File: src/logic/ucd_pkg.sv
// Shared constants, register map and carrier types for the charger detector.
package ucd_pkg;

   // Clock rate and derived timing counts.
   localparam int unsigned CLK_HZ = 100_000_000;
   localparam int unsigned DEBOUNCE_MS = 10;
   localparam int unsigned DEBOUNCE_CYC = (CLK_HZ / 1000) * DEBOUNCE_MS;
   localparam int unsigned SETTLE_US = 100;
   localparam int unsigned SETTLE_CYC = (CLK_HZ / 1_000_000) * SETTLE_US;
   localparam int unsigned COMP_STABLE_CYC = 1;

   // Register byte addresses.
   localparam logic [7:0] ADDR_DETECT = 8'h76;
   localparam logic [7:0] ADDR_SWCTRL = 8'h77;
   localparam logic [7:0] ADDR_BATT = 8'h78;
   localparam logic [7:0] ADDR_ISR = 8'h79;
   localparam logic [7:0] ADDR_IMR = 8'h7a;
   localparam logic [7:0] ADDR_EDR = 8'h7e;
   localparam logic [7:0] ADDR_SIH = 8'h7f;
   localparam logic [7:0] ADDR_SPARE_READONLY = 8'h83;
   localparam logic [7:0] ADDR_SPARE_SCRATCH = 8'h84;
   localparam logic [7:0] ADDR_CLEAR_ALL = 8'h83;

   // Field positions of charger_detect_control.
   localparam int unsigned DET_HIGH_BIT = 6;
   localparam int unsigned DET_LOW_BIT = 5;
   localparam int unsigned DET_VBUS_BIT = 4;
   localparam int unsigned DET_RES_LSB = 2;
   localparam int unsigned DET_SW_EN_BIT = 1;
   localparam int unsigned DET_HW_EN_BIT = 0;

   // Field positions of charger_software_control_status.
   localparam int unsigned SW_AEN_BIT = 7;
   localparam int unsigned SW_OVP_BIT = 6;
   localparam int unsigned SW_DM_BIT = 5;
   localparam int unsigned SW_DP_BIT = 4;
   localparam int unsigned SW_VDX_BIT = 3;
   localparam int unsigned SW_CONT_BIT = 2;
   localparam int unsigned SW_VSRC_BIT = 1;
   localparam int unsigned SW_ISRC_BIT = 0;

   // Field positions of the battery, handler and edge registers.
   localparam int unsigned BATT_EN_BIT = 0;
   localparam int unsigned INT_CHG_BIT = 0;
   localparam int unsigned EDR_RISE_BIT = 1;
   localparam int unsigned EDR_FALL_BIT = 0;
   localparam int unsigned SIH_COR_BIT = 2;
   localparam int unsigned SIH_PEND_BIT = 1;
   localparam int unsigned SIH_RSV_BIT = 0;

   // Reset values.
   localparam logic RST_IMR = 1'b1;
   localparam logic RST_EDR_RISE = 1'b1;
   localparam logic RST_EDR_FALL = 1'b0;
   localparam logic RST_SIH_COR = 1'b0;
   localparam logic RST_SIH_PEND = 1'b0;
   localparam logic RST_SIH_RSV = 1'b1;
   localparam logic [7:0] RST_SPARE = 8'h00;
   localparam logic RST_CONTACT = 1'b1;
   localparam logic RST_LEVEL = 1'b0;

   // Detection result codes.
   localparam logic [1:0] RES_NONE = 2'h0;
   localparam logic [1:0] RES_100 = 2'h1;
   localparam logic [1:0] RES_500 = 2'h2;

   typedef enum logic [1:0] {
      DS_IDLE,
      DS_CONTACT,
      DS_SETTLE,
      DS_DONE
   } ucd_det_state_t;

   // Comparator and status levels coming from the analog detector.
   typedef struct packed {
      logic ovp_precharge;
      logic minus_contact;
      logic plus_contact;
      logic line_vref;
   } ucd_analog_in_t;

   // Enables going to the analog detector.
   typedef struct packed {
      logic bias_enable;
      logic analog_detection_enable;
      logic contact_comparator_enable;
      logic voltage_source_enable;
      logic current_source_enable;
   } ucd_analog_out_t;

   typedef struct packed {
      logic [2:0] sync;
      logic level;
      logic [19:0] cnt;
   } ucd_filt_t;

   typedef struct packed {
      logic sw_en;
      logic hw_en;
      logic high_req;
      logic low_req;
      logic aen;
      logic cont_en;
      logic vsrc_en;
      logic isrc_en;
      logic batt_en;
      logic isr;
      logic imr;
      logic edr_rise;
      logic edr_fall;
      logic clear_mode_select;
      logic pend;
      logic sih_rsv;
      logic [7:0] spare_scratch;
      ucd_det_state_t state;
      logic [1:0] result;
      logic [13:0] cnt;
      logic evt_prev;
      logic [7:0] rdata;
      logic rvalid;
   } ucd_state_t;

endpackage : ucd_pkg

File: src/logic/ucd_charger_ctrl.sv
// Charger detection control, status and interrupt handler registers.
// Overview of operation
// High-current bit writable only in software mode; else mirrors detector.
// Low-current bit writable only in software mode; else mirrors detector.
// VBUS status is read-only, debounced 10 ms, and gates the detector.
// Result field: 00 none, 01 100 mA, 10 500 mA, 11 undefined.
// Software mode bypasses the detector; register bits drive the analog.
// Hardware enable starts detection, biases, raises charger-type event.
// Analog enable written by software outside hardware mode, driven by the detector in hardware mode.
// Contact, reference comparators and overvoltage status read-only copies.
// Three writable bits enable contact, voltage source, current source.
// Software sets battery-measure enable before requesting a battery reading.
// Status reads 1 when pending; write 1 releases, write 0 no effect.
// Mask resets to 1 and blocks the line; writing 0 unmasks.
// Edge pair selects falling, rising, both or none; rising after reset.
// Pending-disable set discards events arriving as software clears.
// Clear mode resets to 0: write clears; 1 selects clear on read.
// Clear-on-read clears on status read; else a fixed address clears all.
// Handler registers update synchronously on the bus clock.
// Interrupt line low while status set and unmasked.
`timescale 1ns/10ps
module ucd_charger_ctrl
   import ucd_pkg::*;
#(
   parameter int unsigned DEBOUNCE_CYCLES = DEBOUNCE_CYC,
   parameter int unsigned SETTLE_CYCLES = SETTLE_CYC
)
(
   input wire logic mclk_in,
   input wire logic resetn_in,
   input wire logic ce_in,
   input wire logic [7:0] reg_addr_in,
   input wire logic reg_wr_in,
   input wire logic reg_rd_in,
   input wire logic [7:0] reg_wdata_in,
   output logic [7:0] reg_rdata_out,
   output logic reg_rvalid_out,
   input wire logic vbus_presence_signal_in,
   input wire ucd_analog_in_t analog_in,
   output ucd_analog_out_t analog_out,
   output logic high_current_request_signal_out,
   output logic low_current_request_signal_out,
   output logic battery_measure_enable_out,
   output logic accessory_interrupt_line_n_out
);

   logic rst_sync1_r;
   logic rst_sync2_r;
   logic vbus_present_debounced;
   ucd_analog_in_t comp;
   ucd_state_t s_r;
   ucd_state_t s_nxt;

   // Reset is released through two flops so every state flop leaves reset on
   // the same edge.
   always_ff @(posedge mclk_in or negedge resetn_in)
   begin
      if (!resetn_in)
      begin
         rst_sync1_r <= 1'b0;
         rst_sync2_r <= 1'b0;
      end
      else
      begin
         rst_sync1_r <= 1'b1;
         rst_sync2_r <= rst_sync1_r;
      end
   end

   ucd_pin_filter #(.STABLE_CYC(DEBOUNCE_CYCLES), .RESET_VAL(RST_LEVEL))
      u_vbus_filter (.mclk_in(mclk_in), .rst_n_in(rst_sync2_r),
      .ce_in(ce_in), .pin_in(vbus_presence_signal_in),
      .level_out(vbus_present_debounced));

   ucd_pin_filter #(.STABLE_CYC(COMP_STABLE_CYC), .RESET_VAL(RST_LEVEL))
      u_ovp_filter (.mclk_in(mclk_in), .rst_n_in(rst_sync2_r),
      .ce_in(ce_in), .pin_in(analog_in.ovp_precharge),
      .level_out(comp.ovp_precharge));

   ucd_pin_filter #(.STABLE_CYC(COMP_STABLE_CYC), .RESET_VAL(RST_CONTACT))
      u_minus_filter (.mclk_in(mclk_in), .rst_n_in(rst_sync2_r),
      .ce_in(ce_in), .pin_in(analog_in.minus_contact),
      .level_out(comp.minus_contact));

   ucd_pin_filter #(.STABLE_CYC(COMP_STABLE_CYC), .RESET_VAL(RST_CONTACT))
      u_plus_filter (.mclk_in(mclk_in), .rst_n_in(rst_sync2_r),
      .ce_in(ce_in), .pin_in(analog_in.plus_contact),
      .level_out(comp.plus_contact));

   ucd_pin_filter #(.STABLE_CYC(COMP_STABLE_CYC), .RESET_VAL(RST_LEVEL))
      u_vref_filter (.mclk_in(mclk_in), .rst_n_in(rst_sync2_r),
      .ce_in(ce_in), .pin_in(analog_in.line_vref),
      .level_out(comp.line_vref));

   // Detector drive terms, decoded from the current state.
   logic fsm_aen;
   logic fsm_cont;
   logic fsm_vsrc;
   logic fsm_high;
   logic fsm_low;
   logic hw_mode;

   always_comb
   begin
      hw_mode = s_r.hw_en && !s_r.sw_en;
      fsm_aen = (s_r.state == DS_CONTACT) || (s_r.state == DS_SETTLE);
      fsm_cont = (s_r.state == DS_CONTACT);
      fsm_vsrc = (s_r.state == DS_SETTLE);
      fsm_high = (s_r.result == RES_500);
      fsm_low = (s_r.result == RES_100);
   end

   logic evt_level;
   logic evt_hit;
   logic clr;
   logic [7:0] rd;

   always_comb
   begin
      s_nxt = s_r;
      s_nxt.rvalid = 1'b0;
      rd = 8'h00;
      clr = 1'b0;

      // Detector runs only with VBUS present, hardware enable set and
      // software control off.
      if (!(vbus_present_debounced && hw_mode))
      begin
         s_nxt.state = DS_IDLE;
         s_nxt.result = RES_NONE;
         s_nxt.cnt = 14'h0000;
      end
      else
      begin
         unique case (s_r.state)
            DS_IDLE:
            begin
               s_nxt.state = DS_CONTACT;
            end
            DS_CONTACT:
            begin
               // Both data lines reading low means the plug has made contact.
               if (!comp.plus_contact && !comp.minus_contact)
               begin
                  s_nxt.state = DS_SETTLE;
                  s_nxt.cnt = 14'h0000;
               end
            end
            DS_SETTLE:
            begin
               if (s_r.cnt >= 14'(SETTLE_CYCLES - 1))
               begin
                  s_nxt.state = DS_DONE;
                  s_nxt.result = comp.line_vref ? RES_500 : RES_100;
               end
               else
               begin
                  s_nxt.cnt = s_r.cnt + 14'h0001;
               end
            end
            DS_DONE:
            begin
               s_nxt.state = DS_DONE;
            end
         endcase
      end

      // Charger-type event: the result becoming non-zero, or returning to
      // zero when the charger goes away.
      evt_level = (s_r.result != RES_NONE);
      s_nxt.evt_prev = evt_level;
      evt_hit = (s_r.edr_rise && evt_level && !s_r.evt_prev) ||
         (s_r.edr_fall && !evt_level && s_r.evt_prev);

      // Status clear sources depend on the clear mode.
      if (reg_wr_in && (reg_addr_in == ADDR_ISR) && !s_r.clear_mode_select &&
         reg_wdata_in[INT_CHG_BIT])
      begin
         clr = 1'b1;
      end
      if (reg_rd_in && s_r.clear_mode_select && (reg_addr_in == ADDR_ISR))
      begin
         clr = 1'b1;
      end
      if (reg_rd_in && !s_r.clear_mode_select && (reg_addr_in == ADDR_CLEAR_ALL))
      begin
         clr = 1'b1;
      end

      // A new event beats a simultaneous clear unless pending events are
      // disabled, in which case the clear wins and the event is dropped.
      if (evt_hit && !(clr && s_r.pend))
      begin
         s_nxt.isr = 1'b1;
      end
      else if (clr)
      begin
         s_nxt.isr = 1'b0;
      end

      if (reg_wr_in)
      begin
         unique case (reg_addr_in)
            ADDR_DETECT:
            begin
               s_nxt.sw_en = reg_wdata_in[DET_SW_EN_BIT];
               s_nxt.hw_en = reg_wdata_in[DET_HW_EN_BIT];
               if (s_r.sw_en)
               begin
                  s_nxt.high_req = reg_wdata_in[DET_HIGH_BIT];
                  s_nxt.low_req = reg_wdata_in[DET_LOW_BIT];
               end
            end
            ADDR_SWCTRL:
            begin
               // In hardware mode the detector owns the analog enable.
               if (!hw_mode)
               begin
                  s_nxt.aen = reg_wdata_in[SW_AEN_BIT];
               end
               s_nxt.cont_en = reg_wdata_in[SW_CONT_BIT];
               s_nxt.vsrc_en = reg_wdata_in[SW_VSRC_BIT];
               s_nxt.isrc_en = reg_wdata_in[SW_ISRC_BIT];
            end
            ADDR_BATT:
            begin
               s_nxt.batt_en = reg_wdata_in[BATT_EN_BIT];
            end
            ADDR_IMR:
            begin
               s_nxt.imr = reg_wdata_in[INT_CHG_BIT];
            end
            ADDR_EDR:
            begin
               s_nxt.edr_rise = reg_wdata_in[EDR_RISE_BIT];
               s_nxt.edr_fall = reg_wdata_in[EDR_FALL_BIT];
            end
            ADDR_SIH:
            begin
               s_nxt.clear_mode_select = reg_wdata_in[SIH_COR_BIT];
               s_nxt.pend = reg_wdata_in[SIH_PEND_BIT];
               s_nxt.sih_rsv = reg_wdata_in[SIH_RSV_BIT];
            end
            ADDR_SPARE_SCRATCH:
            begin
               s_nxt.spare_scratch = reg_wdata_in;
            end
            default:
            begin
               s_nxt.spare_scratch = s_r.spare_scratch;
            end
         endcase
      end

      unique case (reg_addr_in)
         ADDR_DETECT:
         begin
            rd[DET_HIGH_BIT] = hw_mode ? fsm_high : s_r.high_req;
            rd[DET_LOW_BIT] = hw_mode ? fsm_low : s_r.low_req;
            rd[DET_VBUS_BIT] = vbus_present_debounced;
            rd[DET_RES_LSB +: 2] = s_r.result;
            rd[DET_SW_EN_BIT] = s_r.sw_en;
            rd[DET_HW_EN_BIT] = s_r.hw_en;
         end
         ADDR_SWCTRL:
         begin
            rd[SW_AEN_BIT] = hw_mode ? fsm_aen : s_r.aen;
            rd[SW_OVP_BIT] = comp.ovp_precharge;
            rd[SW_DM_BIT] = comp.minus_contact;
            rd[SW_DP_BIT] = comp.plus_contact;
            rd[SW_VDX_BIT] = comp.line_vref;
            rd[SW_CONT_BIT] = s_r.cont_en;
            rd[SW_VSRC_BIT] = s_r.vsrc_en;
            rd[SW_ISRC_BIT] = s_r.isrc_en;
         end
         ADDR_BATT:
         begin
            rd[BATT_EN_BIT] = s_r.batt_en;
         end
         ADDR_ISR:
         begin
            rd[INT_CHG_BIT] = s_r.isr;
         end
         ADDR_IMR:
         begin
            rd[INT_CHG_BIT] = s_r.imr;
         end
         ADDR_EDR:
         begin
            rd[EDR_RISE_BIT] = s_r.edr_rise;
            rd[EDR_FALL_BIT] = s_r.edr_fall;
         end
         ADDR_SIH:
         begin
            rd[SIH_COR_BIT] = s_r.clear_mode_select;
            rd[SIH_PEND_BIT] = s_r.pend;
            rd[SIH_RSV_BIT] = s_r.sih_rsv;
         end
         ADDR_SPARE_SCRATCH:
         begin
            rd = s_r.spare_scratch;
         end
         default:
         begin
            rd = 8'h00;
         end
      endcase

      if (reg_rd_in)
      begin
         s_nxt.rdata = rd;
         s_nxt.rvalid = 1'b1;
      end
   end

   always_ff @(posedge mclk_in or negedge rst_sync2_r)
   begin
      if (!rst_sync2_r)
      begin
         s_r <= '{
            sw_en: 1'b0,
            hw_en: 1'b0,
            high_req: 1'b0,
            low_req: 1'b0,
            aen: 1'b0,
            cont_en: 1'b0,
            vsrc_en: 1'b0,
            isrc_en: 1'b0,
            batt_en: 1'b0,
            isr: 1'b0,
            imr: RST_IMR,
            edr_rise: RST_EDR_RISE,
            edr_fall: RST_EDR_FALL,
            clear_mode_select: RST_SIH_COR,
            pend: RST_SIH_PEND,
            sih_rsv: RST_SIH_RSV,
            spare_scratch: RST_SPARE,
            state: DS_IDLE,
            result: RES_NONE,
            cnt: 14'h0000,
            evt_prev: 1'b0,
            rdata: 8'h00,
            rvalid: 1'b0
         };
      end
      else if (ce_in)
      begin
         s_r <= s_nxt;
      end
   end

   // Software mode drives the analog straight from the register bits.
   always_comb
   begin
      analog_out.bias_enable = s_r.hw_en;
      analog_out.analog_detection_enable =
         hw_mode ? fsm_aen : s_r.aen;
      analog_out.contact_comparator_enable =
         hw_mode ? fsm_cont : (s_r.sw_en && s_r.cont_en);
      analog_out.voltage_source_enable =
         hw_mode ? fsm_vsrc : (s_r.sw_en && s_r.vsrc_en);
      analog_out.current_source_enable =
         !hw_mode && s_r.sw_en && s_r.isrc_en;
   end

   assign high_current_request_signal_out =
      s_r.sw_en ? s_r.high_req : (s_r.hw_en && fsm_high);
   assign low_current_request_signal_out =
      s_r.sw_en ? s_r.low_req : (s_r.hw_en && fsm_low);
   assign battery_measure_enable_out = s_r.batt_en;
   assign accessory_interrupt_line_n_out = !(s_r.isr && !s_r.imr);
   assign reg_rdata_out = s_r.rdata;
   assign reg_rvalid_out = s_r.rvalid;

endmodule : ucd_charger_ctrl

File: src/logic/ucd_pin_filter.sv
// Three-stage synchroniser with agreement check and stability counter.
`timescale 1ns/10ps
module ucd_pin_filter
   import ucd_pkg::*;
#(
   parameter int unsigned STABLE_CYC = 1,
   parameter logic RESET_VAL = 1'b0
)
(
   input wire logic mclk_in,
   input wire logic rst_n_in,
   input wire logic ce_in,
   input wire logic pin_in,
   output logic level_out
);

   ucd_filt_t s_r;
   ucd_filt_t s_nxt;

   always_comb
   begin
      s_nxt = s_r;
      s_nxt.sync = {s_r.sync[1:0], pin_in};
      // Only the second and third stages are compared; the first may be
      // metastable.
      if ((s_r.sync[1] == s_r.sync[2]) && (s_r.sync[2] != s_r.level))
      begin
         if (s_r.cnt >= 20'(STABLE_CYC - 1))
         begin
            s_nxt.level = s_r.sync[2];
            s_nxt.cnt = 20'h00000;
         end
         else
         begin
            s_nxt.cnt = s_r.cnt + 20'h00001;
         end
      end
      else
      begin
         s_nxt.cnt = 20'h00000;
      end
   end

   always_ff @(posedge mclk_in or negedge rst_n_in)
   begin
      if (!rst_n_in)
      begin
         s_r <= '{sync: {3{RESET_VAL}}, level: RESET_VAL, cnt: 20'h00000};
      end
      else if (ce_in)
      begin
         s_r <= s_nxt;
      end
   end

   assign level_out = s_r.level;

endmodule : ucd_pin_filter

File: config.mk
export PLATFORM = sky130hd
export DESIGN_NAME = ucd_charger_ctrl
export DESIGN_NICKNAME = d
export VERILOG_FILES = /design/src/logic/ucd_pkg.sv /design/src/logic/ucd_charger_ctrl.sv /design/src/logic/ucd_pin_filter.sv
export SDC_FILE = /design/constraint.sdc
export NUM_CORES = 1
export LEC_CHECK = 0
export ABC_CLOCK_PERIOD_IN_PS = 7520
export CAP_MARGIN = 20
export CORE_MARGIN = 2
export CORE_UTILIZATION = 50
export DETAILED_ROUTE_END_ITERATION = 10
export DONT_BUFFER_PORTS = 1
export PLACE_DENSITY = 0.74
export SLEW_MARGIN = 20
export SYNTH_ARGS = -nofsm -noshare
export SYNTH_HDL_FRONTEND = slang
export SYNTH_SLANG_ARGS = --single-unit
File: constraint.sdc
create_clock -name mclk_in -period 7.52 [get_ports mclk_in]
set_input_delay 0.752 -clock mclk_in [delete_from_list [all_inputs] [get_ports mclk_in]]
set_output_delay 0.752 -clock mclk_in [all_outputs]
set_load 0.02 [all_outputs]
# After elaboration in Yosys (flattened, before gate mapping)
# Index checks and enable logic that the tools add are counted.
[word_totals]
ff_bits = 174
latch_bits = 0
ram_bits = 0
mem_bits_ro = 0
in_bits = 26
output_inout_bits = 18
word_cells = 182
mem_count = 0
[op_classes]
addsub = 6
n_mul = 0
div = 0
n_lt_le_gt_ge = 6
eq_ne = 30
n_shift = 0
muxes = 37
n_bitwise = 1
reduce_logical = 62
[op_table]
columns = ["cell", "n"]
rows = [
  ["$mux 20", 10],
  ["$add 20x1->20 const B", 5],
  ["$ge 20x1->1 const B", 4],
  ["$eq 8x7->1 const B", 7],
  ["$reduce_and 3->1", 14],
  ["$logic_and 1x1->1", 28],
  ["$mux 14", 2],
  ["$pmux 14 s2", 1],
  ["$ge 20x20->1 const B", 1],
  ["$mux 18", 1],
  ["$eq 8x8->1 const B", 2],
  ["$add 14x1->14 const B", 1],
  ["$ge 14x14->1 const B", 1],
  ["$mux 1", 13],
  ["$pmux 4 s3", 1],
  ["$reduce_and 4->1", 3],
  ["$logic_not 1->1", 10],
  ["$pmux 1 s8", 1],
  ["$pmux 2 s4", 1],
  ["$eq 2x2->1 const B", 3],
  ["$mux 2", 3],
  ["$ne 3x2->1 const B", 2],
  ["$ne 3x3->1 const B", 2],
  ["$eq 1x1->1", 5],
  ["13 further kinds", 21],
]

# Logic depth before layout (Yosys ltp)
[depth]
depth_word = 12
mapped_depth = 8
mapped_depth_nobuf = 7

# Cells and area by module
# A second synthesis with hierarchy kept.
[hier_totals]
cells_unflattened = 496
hier_area_um2 = 5019.8
[modules_own_cells]
columns = ["mod", "n_inst", "cells_each", "area_each_um2", "seq_area_each_um2"]
rows = [
  ["ucd_charger_ctrl", 1, 312, 3024.2, 1355.0],
  ["ucd_pin_filter (u_vbus_filter)", 1, 144, 1360.1, 600.6],
  ["ucd_pin_filter (u_minus_filter ...)", 2, 10, 161.4, 105.1],
  ["ucd_pin_filter (u_ovp_filter ...)", 2, 10, 156.4, 100.1],
]

# Worst setup path after synthesis
# OpenSTA, ideal clock, no wires.
[synth_path]
path_type = "input -> register"
from = "input port reg_addr_in[5]"
to = "register s_r[28] (netlist name)"
arrival_ns = 2.188
path_slack_ns = 5.207
path_stages = 6
cell_sequence = "nor4b_1 and4b_1 clkbuf_1 nor2b_1 buf_2 mux2_2"
[synth_via]
elab_chain_cells = 2
[synth_lines]
columns = ["element", "line_no", "source"]
rows = [
  ["start: declaration", "ucd_charger_ctrl.sv:32", "input wire logic [7:0] reg_addr_in,"],
  ["$eq 8x8->1", "ucd_charger_ctrl.sv:203", "unique case (reg_addr_in)"],
  ["$reduce_and 3->1 (no line)", "--", ""],
  ["end signal: assignment", "ucd_charger_ctrl.sv:320", "s_r <= '{"],
  ["end signal: assignment", "ucd_charger_ctrl.sv:348", "s_r <= s_nxt;"],
  ["end: declaration", "ucd_charger_ctrl.sv:51", "ucd_state_t s_r;"],
]
# Every way passes these cells.
# A chain may end at the register's enable or synchronous reset.

# Worst setup path in the final report
[layout_path]
from = "register s_r, in the netlist analog_out[4]"
to = "output port low_current_request_signal_out"
[layout_via]
elab_chain_cells = 2
[layout_lines]
columns = ["element", "line_no", "source"]
rows = [
  ["$logic_and 1x1->1", "ucd_charger_ctrl.sv:369", "s_r.sw_en ? s_r.low_req : (s_r.hw_en && fsm_low);"],
  ["$mux 1", "ucd_charger_ctrl.sv:369", ""],
  ["end: declaration", "ucd_charger_ctrl.sv:42", "output logic low_current_request_signal_out,"],
]
# Every way passes these cells.

==> out/metrics.cfg <==
[finish]
num_antenna_cells=0
final_util=0.532
final_cells=607
drive_gt1_frac=0.152
fin_nets=500
syn_to_final_growth_pct=5.05

[timing]
drv_slew=0
setup_viol=0
setup_tns_ps=0
rsz0062_at_grt=false
fmax_ghz=0.390
timing.hold.ws_ps=68.5
fin_crit_ps=2570
post-route-period-util=0.341
relSlewSlack=0.399
worst_pin_slew_ps=901
final_hold_viol_count=0
skew_ps=11.8

[clock_tree]
post_cts_buffers=0
numCtsBuffers=9
clock_sinks=94
ctsResizeCount=0
cts_root_buf=clkbuf_8
cts_tree=yes
postCtsHoldBufs=0
clockBufferDepth=2
worstSkewPairLatency_ps=360
h-tree-depth=3
path_clk_slew_ps=100

[power_and_ir_drop]
p_sw_mw=0.281
clockPowerShare=0.357
seqPwrFrac=0.558
peakVddDrop_mv=0.105
p_leak_nw=2.14
power_density_mw_per_mm2=209
power.total_mw=1.07
switching_share=0.263
power.internal_mw=0.788
combPwrFrac=0.085

[global_routing]
grt_pass1_vias=3627
antenna_found_initial=0
grt_use_met3=0.0556
gr-usage-met1=0.284
grt_pass1_wl_um=17500
grt.busiest_layer=met2
grt_util_met2=0.330
grt_overflow_total=0
grt_max_degree=74
grt_usage=0.211

[synthesis]
synth_compound_area_frac=0.173
syn_inst=489
syn-cell-area_mm2=0.00488
syn_nets=520
muxShareOfSynthArea=0.0915
synth_top_cell_by_area=dfrtp_1
ys_top_cells_by_area=dfrtp_1 43%, mux2_2 8.5%, dfstp_2 5.9%, o21ai_0 3.2%, nand2_1 3.1%
synthSimpleGateAreaFrac=0.187
synth_most_common_cell=dfrtp_1
synth_area_per_cell_um2=9.98
synth-edff-count=0
synth_top_area_share=0.426
synthArstFlopShare=1.00
ys_ff_latch=94
yosys-top-cells-count=83 x dfrtp_1, 40 x nand2_1, 37 x mux2_2
ys.flop_type=dfrtp_1
synth_top_family_by_area=simple AND/OR/NAND/NOR gates
synthAdderAreaFrac=0.0128
synth-xor-area-share=0.00179
ys_seq_area_frac=0.485
ys_types=59
synth_warnings=0

[worst_hold_path]
holdCritPathClass=in -> async

[routing]
drt-total-wl_um=10400
via_per_inst=6.05
ant_nets=0
vias=3671
first_pass_iters=4
first_iter_violations=153
wl_per_cell_um=17.1
drc=0

[setup_path]
r2r_cells=5
cp_data_arrival_time_ps=1810
cp_max_fo=7
required_ps=6770
r2r_start=u_vbus_filter.s_r[13]$_DFFE_PN0P_
critPathCaptureType=output pin
r2r-end=u_vbus_filter.s_r[4]$_DFFE_PN0P_
cp-start-kind=flop
timing_worst_setup_path_type=reg -> out
reg2reg_slack_ps=5180

[die]
dieHeight_um=103
fp.dieW_um=103
dieArea_mm2=0.0106
core_area_mm2=0.00964
initial_core_util=0.506
io-pin-count=44
rows=36

[place]
port_buffers=0
place.gp.congestion=0.849
dpl.hpwl_um=7210
dp.cells=591

[flow_run]
drv_cap=0

[run_status]
status=finished, final reports clean

-- sequential cells by signal, summed over array words and instances, names as in the netlist, 2 cells and up --
name / flops
reg_rdata_out: 8
u_vbus_filter.s_r: 21
u_vref_filter.s_nxt: 2
s_r: 41
u_plus_filter.s_nxt: 2
u_minus_filter.s_nxt: 2
u_vbus_filter.s_nxt: 2
u_ovp_filter.s_nxt: 2
-- per-layer routing --
layer  vias to the layer above  wire length (um)
met4                         0               215
met3                        18               628
met5                         -                 0
met2                        82              4850
li1                       1761                 -
met1                      1810              4710
-- worst max-delay path by stage --
| stage | to | depth (start not counted) | startpoint |
|---|---|---|---|
| 6_report | low_current_request_signal_out | 3 | analog_out[4]$_DFFE_PN0P_ |
| 4_1_cts | u_vbus_filter.s_r[4]$_DFFE_PN0P_ | 5 | u_vbus_filter.s_r[13]$_DFFE_PN0P_ |
| 2_1_floorplan | analog_out[4]$_DFFE_PN0P_ | 0 | rst_sync2_r$_DFF_PN0_ |
| 3_3_place_gp | s_r[34]$_DFFE_PN0P_ | 4 | reg_addr_in[5] |
| 3_5_place_dp | u_vbus_filter.s_r[4]$_DFFE_PN0P_ | 5 | ce_in |
| 5_1_grt | high_current_request_signal_out | 3 | analog_out[4]$_DFFE_PN0P_ |
-- cell usage in the layout, fill, tap and decap left out, drive strengths merged, types with 5 or more instances in the layout --
| cell | instances |
|---|---|
| dfrtp | 83 |
| nand2 | 40 |
| mux2 | 37 |
| nor2 | 32 |
| o21ai | 32 |
| nand3 | 23 |
| a21oi | 23 |
| a31oi | 21 |
| inv | 17 |
| and3 | 11 |
| dfstp | 11 |
| nand2b | 10 |
| clkbuf | 10 |
| o31ai | 7 |
| nor3 | 7 |
| a22o | 6 |
| o211ai | 6 |
| nand4b | 6 |
| o22a | 6 |
| nor4 | 6 |
| a21o | 5 |
| a41oi | 5 |
| or4 | 5 |
| a22oi | 5 |
| ha | 5 |
-- critical path: stages, from the launching register on --
cell	delay (ps)
dfrtp_1	590
nand2b_1	240
nor3b_1	330
a21o_1	280
-- layout make-up --
| type | instances | area, um^2 |
|---|---|---|
| flip-flops and latches | 94 | 2370 |
| clock buffers | 10 | 138 |
| multi-input cells | 346 | 2280 |
| fillers | 871 | 4510 |
| clock inverters | 6 | 93.8 |
| inverters | 16 | 60.1 |
| repair buffers | 2 | 15.0 |
| well taps | 133 | 166 |
-- power groups by stage --
stage,Clock (mW),Sequential (mW),Combinational (mW)
after floorplan,0,0.591,0.0929
after global placement,0,0.605,0.0856
after detailed placement,0,0.607,0.0915
after CTS,0.390,0.598,0.0919
after global routing,0.414,0.605,0.106
final,0.381,0.597,0.0908
-- cells by family after synthesis --
group	after synthesis
fa+ha+maj	5
buf+inv	49
xor+xnor	1
simple gates	169
mux	40
other cells	1
compound gates	130
flops	94
-- metrics by stage --
stage | setup slack (ps) | instance area, um^2
CTS | 4880 | 5120
global route | 4840 | 5130
floorplan | 4730 | 4880
detailed placement | 4740 | 4890
finish | 4950 | 5130
global placement | 4820 | 4890
Power figures use the tool's default switching activity.
